<file path="src/core/ptmr_regs.svh">
// register offsets, field positions and reset values of the periodic timer
`ifndef PTMR_REGS_SVH
`define PTMR_REGS_SVH
// ------------------------------------------------------------
// byte offsets on the register bus
// ------------------------------------------------------------
`define PTMR_OFS_CTRL0   5'h00
`define PTMR_OFS_CTRL1   5'h04
`define PTMR_OFS_CNT_LO  5'h08
`define PTMR_OFS_CNT_HI  5'h0C
`define PTMR_OFS_CMPA_LO 5'h10
`define PTMR_OFS_CMPA_HI 5'h14
`define PTMR_OFS_PER_LO  5'h18
`define PTMR_OFS_PER_HI  5'h1C
// ------------------------------------------------------------
// field positions
// ------------------------------------------------------------
`define PTMR_C0_PAUSE    7
`define PTMR_C0_CKS_HI   6
`define PTMR_C0_CKS_LO   4
`define PTMR_C0_RUN      3
// ------------------------------------------------------------
// reset values and answers
// ------------------------------------------------------------
`define PTMR_RST_BYTE    8'h00
`define PTMR_RST_CNT     10'h000
`define PTMR_CNT_MAX     10'h3FF
`define PTMR_RESP_OKAY   2'h0
`define PTMR_RESP_SLVERR 2'h2
`endif

</file>
<file path="src/core/ptmr_pkg.sv">
// types shared by the periodic timer
package ptmr_pkg;
    // ------------------------------------------------------------
    // operating modes, in register encoding order
    // ------------------------------------------------------------
    typedef enum logic [1:0] {
        PTMR_MODE_CMP,
        PTMR_MODE_CAP,
        PTMR_MODE_PWM,
        PTMR_MODE_TMR
    } ptmr_mode_e;
    // ------------------------------------------------------------
    // second control register as fields
    // ------------------------------------------------------------
    typedef struct packed {
        ptmr_mode_e  mode;  // operating_mode_select
        logic [1:0]  fsel;  // output_function_select
        logic        oc;    // output_initial_level
        logic        pol;   // output_polarity_invert
        logic        cks;   // capture_source_select
        logic        cclr;  // counter_clear_select
    } ptmr_ctrl1_s;
endpackage : ptmr_pkg

</file>
<file path="src/core/ptmr_top.sv">
// periodic timer with its register set on an axi4-lite slave
//
// Decided for this implementation: register access over AXI4-Lite and the register addresses.
`timescale 1ns/1ps
`include "ptmr_regs.svh"
// Function
// - three-bit field selects counter clock source
// - run bit counts; clear stops and gates
// - run rise zeroes counter; fall holds it
// - run rise restores compare output level
// - unimplemented bits read as zero
// - two-bit field selects operating mode
// - timer/counter mode output level undefined
// - compare A match sets, clears, toggles
// - pwm mode: inactive, active, pwm, pulse
// - capture edge: rise, fall, both, off
// - requested equals initial: no visible change
// - initial level or active level per mode
// - polarity bit inverts output pins, except in timer mode
// - capture source: capture pin or clock pin
// - clear on match A, or P/overflow
// - overflow clear only when period zero
// - clear select ignored in pwm, capture
// - ten-bit counter readable, not writable
// - compare A ten bits, resets zero
// - period ten bits, resets zero
// - pause freezes counter, resume continues
// - ten-bit up-counter, two comparators
// - counter clears raise timer requests
module ptmr_top
    import ptmr_pkg::*;
(
    input  wire logic        sys_clk_i,
    input  wire logic        rst_n_i,
    // axi4-lite slave
    input  wire logic [4:0]  s_axi_awaddr_i,
    input  wire logic        s_axi_awvalid_i,
    output logic             s_axi_awready_o,
    input  wire logic [31:0] s_axi_wdata_i,
    input  wire logic [3:0]  s_axi_wstrb_i,
    input  wire logic        s_axi_wvalid_i,
    output logic             s_axi_wready_o,
    output logic [1:0]       s_axi_bresp_o,
    output logic             s_axi_bvalid_o,
    input  wire logic        s_axi_bready_i,
    input  wire logic [4:0]  s_axi_araddr_i,
    input  wire logic        s_axi_arvalid_i,
    output logic             s_axi_arready_o,
    output logic [31:0]      s_axi_rdata_o,
    output logic [1:0]       s_axi_rresp_o,
    output logic             s_axi_rvalid_o,
    input  wire logic        s_axi_rready_i,
    // clock sources and timer pins
    input  wire logic        high_speed_clock_i,
    input  wire logic        time_base_clock_i,
    input  wire logic        external_clock_pin_i,
    input  wire logic        capture_input_pin_i,
    output logic             timer_output_pin_o,
    output logic             timer_output_pin_complement_o,
    output logic             match_a_request_o,
    output logic             match_p_request_o
);
    // ------------------------------------------------------------
    // functions
    // ------------------------------------------------------------
    // pick an edge event by a two-bit edge kind
    function automatic logic pick_edge(input logic rise,
                                       input logic fall,
                                       input logic [1:0] kind);
        case (kind)
            2'h0:    pick_edge = rise;
            2'h1:    pick_edge = fall;
            2'h2:    pick_edge = rise | fall;
            default: pick_edge = 1'b0;
        endcase
    endfunction : pick_edge

    // output level from active flag and active-level bit
    function automatic logic act_level(input logic active,
                                       input logic oc);
        act_level = active ? oc : ~oc;
    endfunction : act_level

    // ------------------------------------------------------------
    // registers
    // ------------------------------------------------------------
    logic [7:0]  ctrl0_reg;      // pause, clock select, run
    ptmr_ctrl1_s ctrl1_reg;      // mode and output control
    logic [9:0]  cmpa_reg;       // compare_a_value
    logic [9:0]  per_reg;        // period_compare_value
    logic [9:0]  cnt_reg;        // the counter
    logic        run_d_reg;      // run bit one cycle ago
    logic        out_reg;        // compare-mode output state
    logic [1:0]  div4_reg;       // system clock by four
    logic [5:0]  hdiv_reg;       // high-speed clock divider
    logic [3:0]  s1_reg;         // pin sync stage one
    logic [3:0]  s2_reg;         // pin sync stage two
    logic [3:0]  s3_reg;         // pin sync stage three
    logic [3:0]  filt_reg;       // agreed pin levels
    logic        aw_got_reg;     // write address held
    logic        w_got_reg;      // write data held
    logic [4:0]  awaddr_reg;     // held write address
    logic [7:0]  wbyte_reg;      // held write byte
    logic        wen_reg;        // byte lane zero enabled
    logic        awready_reg;
    logic        wready_reg;
    logic        bvalid_reg;
    logic [1:0]  bresp_reg;
    logic        arready_reg;
    logic        rvalid_reg;
    logic [31:0] rdata_reg;
    logic [1:0]  rresp_reg;
    logic        pin_reg;        // true output pin
    logic        pinb_reg;       // complement output pin
    logic        mreqa_reg;      // match A request pulse
    logic        mreqp_reg;      // match P request pulse

    // ------------------------------------------------------------
    // pin synchronisers and edge detection
    // ------------------------------------------------------------
    // bit 0 clock pin, 1 capture pin, 2 high-speed, 3 time base
    wire logic [3:0] pins_w = {time_base_clock_i, high_speed_clock_i,
                               capture_input_pin_i, external_clock_pin_i};
    // a new level counts only once stages two and three agree
    wire logic [3:0] filt_next = (s2_reg & s3_reg)
                               | (filt_reg & (s2_reg | s3_reg));
    wire logic [3:0] rise_w = filt_next & ~filt_reg;
    wire logic [3:0] fall_w = ~filt_next & filt_reg;

    // three-stage synchroniser
    always_ff @(posedge sys_clk_i) begin
        if (!rst_n_i) begin
            s1_reg   <= 4'h0;
            s2_reg   <= 4'h0;
            s3_reg   <= 4'h0;
            filt_reg <= 4'h0;
        end else begin
            s1_reg   <= pins_w;
            s2_reg   <= s1_reg;
            s3_reg   <= s2_reg;
            filt_reg <= filt_next;
        end
    end

    // ------------------------------------------------------------
    // control decode
    // ------------------------------------------------------------
    wire logic       run_w    = ctrl0_reg[`PTMR_C0_RUN];
    wire logic       pause_w  = ctrl0_reg[`PTMR_C0_PAUSE];
    wire logic [2:0] cksel_w  = ctrl0_reg[`PTMR_C0_CKS_HI:`PTMR_C0_CKS_LO];
    wire ptmr_mode_e mode_w   = ctrl1_reg.mode;
    wire logic       run_rise = run_w & ~run_d_reg;
    wire logic       is_cmp   = (mode_w == PTMR_MODE_CMP);
    wire logic       is_tmr   = (mode_w == PTMR_MODE_TMR);
    wire logic       is_cap   = (mode_w == PTMR_MODE_CAP);
    wire logic       is_pwm   = (mode_w == PTMR_MODE_PWM);
    wire logic       is_spl   = is_pwm & (ctrl1_reg.fsel == 2'h3);

    // ------------------------------------------------------------
    // counter clock source
    // ------------------------------------------------------------
    wire logic tick_div4 = (div4_reg == 2'h3);
    wire logic tick_h16  = rise_w[2] & (hdiv_reg[3:0] == 4'hF);
    wire logic tick_h64  = rise_w[2] & (hdiv_reg == 6'h3F);
    logic      src_tick;         // selected clock tick
    // clock source multiplexer
    always_comb begin
        case (cksel_w)
            3'h0:    src_tick = tick_div4;
            3'h1:    src_tick = 1'b1;
            3'h2:    src_tick = tick_h16;
            3'h3:    src_tick = tick_h64;
            3'h4:    src_tick = rise_w[3];
            3'h5:    src_tick = rise_w[3];
            3'h6:    src_tick = rise_w[0];
            default: src_tick = fall_w[0];
        endcase
    end
    // counting needs run set and pause clear
    wire logic tick_w = src_tick & run_w & ~pause_w;

    // prescalers, held in reset while the timer is off
    always_ff @(posedge sys_clk_i) begin
        if (!rst_n_i || !run_w) begin
            div4_reg <= 2'h0;
            hdiv_reg <= 6'h00;
        end else begin
            div4_reg <= div4_reg + 2'h1;
            if (rise_w[2]) begin
                hdiv_reg <= hdiv_reg + 6'h01;
            end
        end
    end

    // ------------------------------------------------------------
    // comparators
    // ------------------------------------------------------------
    wire logic [9:0] cnt_inc = cnt_reg + 10'h001;
    // match A when the next count reaches compare A, zero excluded
    wire logic hit_a = tick_w & (cnt_inc == cmpa_reg)
                     & (cmpa_reg != 10'h000);
    // match P at the period; a zero period means overflow
    wire logic ovf_w = (cnt_reg == `PTMR_CNT_MAX);
    wire logic hit_p = tick_w & ((per_reg == 10'h000) ? ovf_w
                                 : (cnt_inc == per_reg));
    // clear select only matters in compare and timer modes
    wire logic clr_cm  = ctrl1_reg.cclr ? hit_a : hit_p;
    wire logic clr_w   = (is_cmp | is_tmr) ? clr_cm
                       : (is_spl ? 1'b0 : hit_p);
    // match A requests outside capture mode; match P requests unless A clears or in single pulse
    wire logic req_a_w = hit_a & ~(is_cap);
    wire logic req_p_w = hit_p & ~((is_cmp | is_tmr) & ctrl1_reg.cclr)
                       & ~is_spl;

    // ------------------------------------------------------------
    // capture trigger
    // ------------------------------------------------------------
    wire logic cap_rise = ctrl1_reg.cks ? rise_w[0] : rise_w[1];
    wire logic cap_fall = ctrl1_reg.cks ? fall_w[0] : fall_w[1];
    wire logic cap_w    = is_cap & run_w
                        & pick_edge(cap_rise, cap_fall,
                                    ctrl1_reg.fsel);

    // counter, cleared by a run rising edge, held when stopped
    always_ff @(posedge sys_clk_i) begin
        if (!rst_n_i) begin
            cnt_reg <= `PTMR_RST_CNT;
        end else if (run_rise) begin
            cnt_reg <= `PTMR_RST_CNT;
        end else if (clr_w) begin
            cnt_reg <= `PTMR_RST_CNT;
        end else if (tick_w) begin
            cnt_reg <= cnt_inc;
        end
    end

    // ------------------------------------------------------------
    // output generation
    // ------------------------------------------------------------
    // compare-mode output state
    always_ff @(posedge sys_clk_i) begin
        if (!rst_n_i) begin
            out_reg <= 1'b0;
        end else if (run_rise) begin
            out_reg <= ctrl1_reg.oc;
        end else if (is_cmp && hit_a) begin
            case (ctrl1_reg.fsel)
                2'h1:    out_reg <= 1'b0;  // equal level stays
                2'h2:    out_reg <= 1'b1;
                2'h3:    out_reg <= ~out_reg;
                default: out_reg <= out_reg;
            endcase
        end
    end
    // pwm duty: active below compare A, full when A not below a nonzero period
    wire logic duty_w = (cnt_reg < cmpa_reg)
                      | ((per_reg != 10'h000) && (cmpa_reg >= per_reg));
    logic pwm_act;               // active flag in pwm family
    // pwm and single pulse function select
    always_comb begin
        case (ctrl1_reg.fsel)
            2'h0:    pwm_act = 1'b0;
            2'h1:    pwm_act = 1'b1;
            2'h2:    pwm_act = duty_w & run_w;
            default: pwm_act = run_w;
        endcase
    end
    logic lvl_w;                 // output level before polarity
    // level per mode
    always_comb begin
        case (mode_w)
            PTMR_MODE_CMP: lvl_w = out_reg;
            PTMR_MODE_PWM: lvl_w = act_level(pwm_act, ctrl1_reg.oc);
            default:       lvl_w = 1'b0;
        endcase
    end
    wire logic pin_next = lvl_w ^ (ctrl1_reg.pol & ~is_tmr);

    // pins and request pulses from flops
    always_ff @(posedge sys_clk_i) begin
        if (!rst_n_i) begin
            pin_reg   <= 1'b0;
            pinb_reg  <= 1'b1;
            mreqa_reg <= 1'b0;
            mreqp_reg <= 1'b0;
        end else begin
            pin_reg   <= pin_next;
            pinb_reg  <= ~pin_next;
            mreqa_reg <= req_a_w;
            mreqp_reg <= req_p_w;
        end
    end

    // ------------------------------------------------------------
    // axi4-lite write path
    // ------------------------------------------------------------
    wire logic aw_fire  = s_axi_awvalid_i & awready_reg;
    wire logic w_fire   = s_axi_wvalid_i & wready_reg;
    wire logic do_wr    = aw_got_reg & w_got_reg;
    wire logic wr_map   = (awaddr_reg[1:0] == 2'h0);
    wire logic wr_ok    = do_wr & wr_map & wen_reg;
    wire logic wsel_c0  = wr_ok & (awaddr_reg == `PTMR_OFS_CTRL0);
    wire logic wsel_c1  = wr_ok & (awaddr_reg == `PTMR_OFS_CTRL1);
    wire logic wsel_al  = wr_ok & (awaddr_reg == `PTMR_OFS_CMPA_LO);
    wire logic wsel_ah  = wr_ok & (awaddr_reg == `PTMR_OFS_CMPA_HI);
    wire logic wsel_pl  = wr_ok & (awaddr_reg == `PTMR_OFS_PER_LO);
    wire logic wsel_ph  = wr_ok & (awaddr_reg == `PTMR_OFS_PER_HI);
    // single pulse: clock pin edge sets run, match A clears it
    wire logic sp_set   = is_spl & ~run_w & rise_w[0];
    wire logic sp_clr   = is_spl & hit_a;

    // handshake of address and data, either order
    always_ff @(posedge sys_clk_i) begin
        if (!rst_n_i) begin
            aw_got_reg  <= 1'b0;
            w_got_reg   <= 1'b0;
            awaddr_reg  <= 5'h00;
            wbyte_reg   <= 8'h00;
            wen_reg     <= 1'b0;
            awready_reg <= 1'b0;
            wready_reg  <= 1'b0;
            bvalid_reg  <= 1'b0;
            bresp_reg   <= `PTMR_RESP_OKAY;
        end else begin
            if (aw_fire) begin
                aw_got_reg <= 1'b1;
                awaddr_reg <= s_axi_awaddr_i;
            end else if (do_wr) begin
                aw_got_reg <= 1'b0;
            end
            if (w_fire) begin
                w_got_reg <= 1'b1;
                wbyte_reg <= s_axi_wdata_i[7:0];
                wen_reg   <= s_axi_wstrb_i[0];
            end else if (do_wr) begin
                w_got_reg <= 1'b0;
            end
            awready_reg <= ~(aw_got_reg | aw_fire) & ~bvalid_reg & ~do_wr;
            wready_reg  <= ~(w_got_reg | w_fire) & ~bvalid_reg & ~do_wr;
            if (do_wr) begin
                bvalid_reg <= 1'b1;
                bresp_reg  <= (wr_map && awaddr_reg <= `PTMR_OFS_PER_HI)
                            ? `PTMR_RESP_OKAY : `PTMR_RESP_SLVERR;
            end else if (s_axi_bready_i) begin
                bvalid_reg <= 1'b0;
            end
        end
    end

    // register file; counter offsets take no write
    always_ff @(posedge sys_clk_i) begin
        if (!rst_n_i) begin
            ctrl0_reg <= `PTMR_RST_BYTE;
            ctrl1_reg <= ptmr_ctrl1_s'(`PTMR_RST_BYTE);
            cmpa_reg  <= 10'h000;
            per_reg   <= 10'h000;
            run_d_reg <= 1'b0;
        end else begin
            run_d_reg <= run_w;
            if (wsel_c0) begin
                ctrl0_reg <= {wbyte_reg[7:3], 3'h0};
            end else if (sp_set) begin
                ctrl0_reg[`PTMR_C0_RUN] <= 1'b1;
            end else if (sp_clr) begin
                ctrl0_reg[`PTMR_C0_RUN] <= 1'b0;
            end
            if (wsel_c1) begin
                ctrl1_reg <= ptmr_ctrl1_s'(wbyte_reg);
            end
            if (wsel_al) begin
                cmpa_reg[7:0] <= wbyte_reg;
            end else if (wsel_ah) begin
                cmpa_reg[9:8] <= wbyte_reg[1:0];
            end else if (cap_w) begin
                cmpa_reg <= cnt_reg;
            end
            if (wsel_pl) begin
                per_reg[7:0] <= wbyte_reg;
            end else if (wsel_ph) begin
                per_reg[9:8] <= wbyte_reg[1:0];
            end
        end
    end

    // ------------------------------------------------------------
    // axi4-lite read path
    // ------------------------------------------------------------
    wire logic ar_fire = s_axi_arvalid_i & arready_reg;
    logic [7:0] rd_byte;         // selected register
    logic       rd_hit;          // address is mapped
    // read decode, upper bits zero
    always_comb begin
        rd_hit = (s_axi_araddr_i[1:0] == 2'h0);
        case (s_axi_araddr_i)
            `PTMR_OFS_CTRL0:   rd_byte = ctrl0_reg;
            `PTMR_OFS_CTRL1:   rd_byte = ctrl1_reg;
            `PTMR_OFS_CNT_LO:  rd_byte = cnt_reg[7:0];
            `PTMR_OFS_CNT_HI:  rd_byte = {6'h00, cnt_reg[9:8]};
            `PTMR_OFS_CMPA_LO: rd_byte = cmpa_reg[7:0];
            `PTMR_OFS_CMPA_HI: rd_byte = {6'h00, cmpa_reg[9:8]};
            `PTMR_OFS_PER_LO:  rd_byte = per_reg[7:0];
            `PTMR_OFS_PER_HI:  rd_byte = {6'h00, per_reg[9:8]};
            default: begin
                rd_byte = 8'h00;
                rd_hit  = 1'b0;
            end
        endcase
    end

    // one read at a time
    always_ff @(posedge sys_clk_i) begin
        if (!rst_n_i) begin
            arready_reg <= 1'b0;
            rvalid_reg  <= 1'b0;
            rdata_reg   <= 32'h0000_0000;
            rresp_reg   <= `PTMR_RESP_OKAY;
        end else begin
            arready_reg <= ~rvalid_reg & ~ar_fire;
            if (ar_fire) begin
                rvalid_reg <= 1'b1;
                rdata_reg  <= {24'h000000, rd_byte};
                rresp_reg  <= rd_hit ? `PTMR_RESP_OKAY : `PTMR_RESP_SLVERR;
            end else if (s_axi_rready_i) begin
                rvalid_reg <= 1'b0;
            end
        end
    end

    // ------------------------------------------------------------
    // outputs
    // ------------------------------------------------------------
    assign s_axi_awready_o = awready_reg;
    assign s_axi_wready_o  = wready_reg;
    assign s_axi_bvalid_o  = bvalid_reg;
    assign s_axi_bresp_o   = bresp_reg;
    assign s_axi_arready_o = arready_reg;
    assign s_axi_rvalid_o  = rvalid_reg;
    assign s_axi_rdata_o   = rdata_reg;
    assign s_axi_rresp_o   = rresp_reg;
    assign timer_output_pin_o            = pin_reg;
    assign timer_output_pin_complement_o = pinb_reg;
    assign match_a_request_o = mreqa_reg;
    assign match_p_request_o = mreqp_reg;
endmodule : ptmr_top

</file>
<file path="config.mk">
export PLATFORM = sky130hd
export DESIGN_NAME = ptmr_top
export DESIGN_NICKNAME = d
export VERILOG_FILES = /design/src/core/ptmr_pkg.sv /design/src/core/ptmr_top.sv
export VERILOG_INCLUDE_DIRS = /design/src /design/src/core
export SDC_FILE = /design/constraint.sdc
export NUM_CORES = 1
export LEC_CHECK = 0
export BUFFER_PORTS_ARGS = -buffer_cell sky130_fd_sc_hd__clkbuf_2
export CAP_MARGIN = 0
export CELL_PAD_IN_SITES_DETAIL_PLACEMENT = 0
export CELL_PAD_IN_SITES_GLOBAL_PLACEMENT = 1
export CORE_MARGIN = 4
export CORE_UTILIZATION = 46
export CTS_BUF_LIST = sky130_fd_sc_hd__clkbuf_16
export CTS_CLUSTER_DIAMETER = 40
export DETAILED_ROUTE_END_ITERATION = 6
export PLACE_DENSITY = 0.9
export SLEW_MARGIN = 30
export SYNTH_ARGS = -nofsm -noshare
export SYNTH_HDL_FRONTEND = slang
export SYNTH_SLANG_ARGS = --single-unit
</file>
<file path="constraint.sdc">
create_clock -name sys_clk_i -period 7.2 [get_ports sys_clk_i]
set_input_delay 0.36 -clock sys_clk_i [delete_from_list [all_inputs] [get_ports sys_clk_i]]
set_output_delay 0.36 -clock sys_clk_i [all_outputs]
set_load 0.05 [all_outputs]
</file>
==> out/qor.csv, run 1 <==
stage,metric,value,unit
cts,root_buffer,clkbuf_16,
final_layout,drive_gt1_share,11.4,%
drt,finalWirelength,15.1,mm
cts,clk-insertion-delay-late,350,ps
timing,drv_slew,0,
timing,hold_viol,0,
synthesis,synth_area,0.00605,mm²
drt,drt_first_pass_iters,5,
synthesis,ys.warnings.count,0,
drt,antenna_left,0,
drt,viasPerCell,5.63,
timing,setup_viol,0,
pwr,power_density,183,mW/mm²
drt,avgRoutedWirePerCell,16.5,µm
global_routing,grt.overflow.total,0,
setup_path,cp-start-kind,flip-flop,
floorplanning,die_area,0.0151,mm²
timing,rsz0062_at_grt,no,
timing,relSlewSlack,31.8,%
global_routing,antenna_found_initial,0,
cts,cts_buffers,9,
setup_path,critPathArrivalTime,3270,ps
final_layout,utilization,51.5,%
synthesis,synth_area_leaders,"dfxtp_1, mux2i_1, ha_1, nand2_1, nor2_1",
floorplanning,die_w,123,µm
placed_design,gp_congestion,0.929,
timing,fin_setup_tns,0,ps
global_routing,grt_max_degree,61,
setup_path,reg2reg_from,cnt_reg[0],
setup_path,startpoint,cnt_reg[0],
cts,cts_tree,done,
setup_path,critPathKind,reg -> reg,
cts,cts.clk_slew.worst_paths,80,ps
timing,fin_worst_skew,5.66,ps
worst_hold_path,worstHoldPathType,in -> reg,
timing,holdWs,206,ps
cts,cts.hold.buffers_added,0,
synthesis,yosys.cell_types.count,77,
timing,fmax,330,MHz
floorplanning,core,0.0128,mm²
final_layout,fillers,1202,
synthesis,ys_seq_area_share,34.4,%
cts,cts.repair.resized,0,
floorplanning,std_cell_rows,41,
timing,timing.final.crit_share,42.1,%
floorplanning,io_pins,102,
job,drv_cap,0,
global_routing,grt_pass1_wl,24.5,mm
synthesis,syn_area_per_cell,8.50,µm²
timing,worstMarginPinSlew,1020,ps
drt,drc,0,
synthesis,netlist_instances,712,
final_layout,area_delta_synth_final,8.77,%
synthesis,synth-edff-count,0,
setup_path,worst_ep_required_time,7440,ps
cts,clkSinkCount,104,
timing,period_minus_slack,3030,ps
pwr,p_leak,2.64,nW
synthesis,yosys.area.top_type,dfxtp_1,
drt,num_vias,5156,
synthesis,yosys_register_bits,104,
cts,cts_max_path_buffers,2,
status,outcome,completed,
setup_path,path_max_fanout,10,
cts,htreeDepth,3,
synthesis,synth_top_flop_cell,dfxtp_1,
global_routing,grt_pass1_vias,4890,
global_routing,grtUsageTotal,20.6,%
floorplanning,start_util,47.4,%
worst_hold_path,hp-start,high_speed_clock_i,
pwr,peakVddDrop,124,µV
drt,dr.first_iter.drc_count,511,
final_layout,nets,827,
synthesis,async_flop_share,0,%
floorplanning,die_y,123,µm
setup_path,end_kind,flip-flop,
cts,cts_setup_buffers,0,
final_layout,antennaDiodeCount,0,
placed_design,hpwlAfterDp,11.3,mm
placed_design,port-buffer-count,48,
synthesis,yosysTopAreaCellShare,34.4,%
## through the flow
stage                     setup slack, ps  instance area (µm²)  total power [W]  instances
after CTS                            4180                 6580          0.00121        916
after global routing                 3980                 6580          0.00124        916
after detailed placement             4200                 6260         0.000691        900
final                                4170                 6580          0.00120        916
after floorplan                      4710                 6140         0.000681        737
after global placement               4240                 6250         0.000689        900
## cells in the mapped netlist, types with 5 or more instances
| cell | count |
|---|---|
| dfxtp_1 | 104 |
| nand2_1 | 72 |
| nor2_1 | 70 |
| mux2i_1 | 46 |
| a21oi_1 | 45 |
| inv_1 | 35 |
| ha_1 | 31 |
| buf_4 | 30 |
| o21ai_0 | 25 |
| nand3_1 | 22 |
| clkbuf_1 | 19 |
| xnor2_1 | 19 |
| and2_1 | 15 |
| nand2b_1 | 14 |
| xor2_1 | 14 |
| nand4_1 | 12 |
| a31oi_1 | 10 |
| a211oi_1 | 9 |
| and3_1 | 9 |
| buf_2 | 6 |
| nand3b_1 | 6 |
| nor3_1 | 6 |
| o22ai_1 | 6 |
| a21o_1 | 5 |
| nor4_1 | 5 |
## path summary, 6_finish.rpt
check,to,cells after the start,slack (ps)
max,cnt_reg[2],8,4170
min,s1_reg[2],2,210
max reg2reg,cnt_reg[2],8,4170
min reg2reg,div4_reg[0],1,430
## worst max-delay path, stage by stage (launching register included)
cell	delay, ps
dfxtp_1	560
ha_1	430
and3_1	350
nand3_2	110
a32o_1	330
a2111oi_2	410
a41oi_1	240
a22oi_4	400
nor2_1	90
## metal layers
metal | global-route usage, % | vias to the layer above | share of wire [%]
li1 | - | 2503 | -
met1 | 28.5 | 2445 | 45
met2 | 32.3 | 183 | 46
met3 | 3.41 | 25 | 6.6
met4 | 7.42 | 0 | 2.2
met5 | 0 | - | 0
## cell usage in the layout, fill, tap and decap left out, types with 3 or more instances in the layout
master	n
dfxtp_1	104
nand2_1	72
nor2_1	70
clkbuf_2	48
mux2i_1	46
a21oi_1	45
inv_1	35
ha_1	31
conb_1	26
o21ai_0	25
nand3_1	22
xnor2_1	19
and2_1	15
nand2b_1	14
xor2_1	14
nand4_1	12
a31oi_1	10
and3_1	9
a211oi_1	9
clkbuf_16	9
nand3b_1	6
nor3_1	6
o22ai_1	6
nor4_1	5
a21o_1	5
or4_1	4
nor2b_1	4
nor3b_1	3
a211o_1	3
nand4b_1	3
## cell type report
class                   instances  area, µm²  share of cell area (%)
multi-input cells             539       3580                    54.4
clock inverters                 7       95.1                    1.45
flip-flops and latches        104       2080                    31.6
clock buffers                   9        225                    3.42
well taps                     172        215                    3.27
inverters                      36        135                    2.05
repair buffers                 49        248                    3.76
## cells by family (layout without fill, tap and decap cells)
logic type	Yosys count	count (layout)	synth area share [%]
buffers and inverters	94	101	8.07
multiplexers	49	49	8.54
other	1	26	0.0620
flip-flops	104	104	34.4
XOR/XNOR	33	33	4.78
AO/OA/AOI/OAI	134	134	14.8
adder cells (fa/ha/maj)	31	31	6.41
AND/OR/NAND/NOR	266	266	22.9
## report_power, final
| group | switching (W) | total, W | internal, W |
|---|---|---|---|
| sequential | 0.0000111 | 0.000596 | 0.000584 |
| clock | 0.000243 | 0.000524 | 0.000280 |
| combinational | 0.0000637 | 0.0000819 | 0.0000182 |
| total | 0.000318 | 0.00120 | 0.000883 |
Power figures use the tool's default switching activity.
==> inputs of run 2 (changes only) <==
Settings changed: CORE_UTILIZATION 46 to 42, PLACE_DENSITY 0.9 to 0.84.
Clock period 7.2 ns to 2.9 ns, I/O delays scaled along.
==> out/qor.csv, run 2 (synthesis results as in run 1) <==
stage,metric,value,unit,change
status,outcome,completed,,
cts,root_buffer,clkbuf_16,,
timing,relSlewSlack,42.0,%,+10 points
worst_hold_path,worstHoldPathType,in -> reg,,
final_layout,layout_common_cells,"dfxtp_1, nand2_1, nor2_1",,
cts,cts.clk_slew.worst_paths,70,ps,about the same
drt,viasPerCell,5.52,,-1.9%
pwr,p_leak,2.82,nW,+6.9%
timing,fin_setup_tns,0,ps,unchanged
cts,cts_buffers,9,,unchanged
global_routing,grt_pass1_vias,5208,,+6.5%
floorplanning,die_y,128,µm,+4.3%
setup_path,critPathArrivalTime,2970,ps,-300 ps
cts,clkSinkCount,104,,unchanged
floorplanning,die_area,0.0164,mm²,+8.9%
timing,period_minus_slack,2710,ps,-317 ps
setup_path,cpMostUsedCell,a21oi_1,,
final_layout,final_common_cell,dfxtp_1,,
floorplanning,start_util,43.2,%,-4.1 points
placed_design,port-buffer-count,48,,unchanged
cts,cts_max_path_buffers,2,,unchanged
placed_design,placed_cells,940,,+4.4%
drt,avgRoutedWirePerCell,16.7,µm,+1.5%
global_routing,grt.overflow.total,0,,unchanged
drt,antenna_left,0,,unchanged
placed_design,hpwlAfterDp,12.3,mm,+9.4%
timing,fmax,368,MHz,+12%
job,drv_cap,0,,unchanged
timing,fin_worst_skew,8.99,ps,+3.33 ps
global_routing,grt_pass1_wl,26.2,mm,+7.1%
timing,hold_viol,0,,unchanged
cts,htreeDepth,3,,unchanged
floorplanning,std_cell_rows,43,,+4.9%
timing,setup_viol,0,,unchanged
drt,drt_first_pass_iters,5,,unchanged
timing,drv_slew,0,,unchanged
pwr,total_power,0.00287,W,+140%
floorplanning,core,0.0140,mm²,+9.5%
global_routing,antenna_found_initial,0,,unchanged
setup_path,worst_ep_required_time,3150,ps,-4290 ps
placed_design,gp_congestion,0.895,,-3.6%
floorplanning,io_pins,102,,unchanged
placed_design,place_area,0.00650,mm²,+3.9%
drt,finalWirelength,16.1,mm,+6.6%
setup_path,end_kind,flip-flop,,
drt,num_vias,5312,,+3.0%
timing,worstMarginPinSlew,863,ps,-155 ps
setup_path,crit_chain,inv_1 -> ha_1 -> or4_1 -> a21oi_1 -> a21oi_1 -> o2bb2ai_1 -> a311oi_1 -> nor3_1 -> mux2_2,,
cts,clk-insertion-delay-late,360,ps,about the same
global_routing,grt_max_degree,21,,-66%
final_layout,fin_cells,962,,+5.0%
global_routing,grtUsageTotal,20.2,%,-0.32 points
final_layout,nets,865,,+4.6%
timing,rsz0062_at_grt,no,,
timing,timing.final.crit_share,93.6,%,+51 points
drt,dr.first_iter.drc_count,424,,-17%
final_layout,fillers,1372,,+14%
final_layout,final_area,0.00685,mm²,+4.1%
drt,drc,0,,unchanged
setup_path,path_max_fanout,5,,-5
cts,cts_tree,done,,
setup_path,cp-start-kind,flip-flop,,
setup_path,critPathKind,reg -> reg,,
pwr,peakVddDrop,387,µV,+210%
final_layout,antennaDiodeCount,0,,unchanged
timing,holdWs,10.3,ps,-195 ps
setup_path,cp_slowest_stage_delay,530,ps,-30 ps
final_layout,area_delta_synth_final,13.2,%,
pwr,power_density,419,mW/mm²,+130%
floorplanning,die_w,128,µm,+4.3%
setup_path,critPathSlowestCell,or4_1,,
final_layout,drive_gt1_share,14.6,%,+3.2 points
==> run 2: path summary, 6_finish.rpt <==
path	start	endpoint	slack, ps	depth (start not counted)
setup / recovery	cmpa_reg[6]	timer_output_pin_o	190	9
setup reg to reg	cmpa_reg[6]	timer_output_pin_o	190	9
hold reg to reg	div4_reg[0]	div4_reg[0]	430	1
hold / removal	s_axi_wdata_i[7]	wbyte_reg[7]	10	3
==> run 2: where the power goes <==
group          internal [W]  switching [W]
Clock              0.000592       0.000585
Sequential          0.00145      0.0000279
Combinational     0.0000532       0.000160
Total               0.00210       0.000773
==> run 2: timing repair <==
item,CTS,global route
hold endpoints to repair,6,0
hold buffers,6,0
gates resized for setup,0,0
setup buffers,0,0
==> run 2: worst max-delay path, delay by kind of cell, from the launching register on <==
kind,cells,cell delay (ps)
AO/OA/AOI/OAI,4,560
adder cells (fa/ha/maj),1,210
buffers and inverters,1,70
flip-flops,1,440
multiplexers,1,380
AND/OR/NAND/NOR,2,940
==> run 2: per-stage QoR <==
step	util (%)	setup WS, ps
2_1_floorplan	-	413
3_3_place_gp	46.5	268
3_5_place_dp	46.5	207
4_1_cts	48.9	186
5_1_grt	48.9	20.4
6_report	48.9	186
==> run 2: final cells by class <==
class                           count  area [µm²]  share of cell area [%]
Multi-Input combinational cell    539        3570                    52.2
Sequential cell                   104        2080                    30.4
Timing Repair Buffer               87         548                    8.00
Clock buffer                        9         225                    3.29
Tap cell                          180         225                    3.29
Inverter                           36         135                    1.97
Clock inverter                      7        57.6                   0.841
==> run 2: layer usage <==
metal	vias to the layer above	part of all wire [%]	routed length, µm	GRT usage, %
met5	-	0	0	0
met4	0	2.6	426	7.74
met3	43	6.5	1040	4.38
met2	178	47	7520	32.3
met1	2503	44	7110	26.8
li1	2588	-	-	-
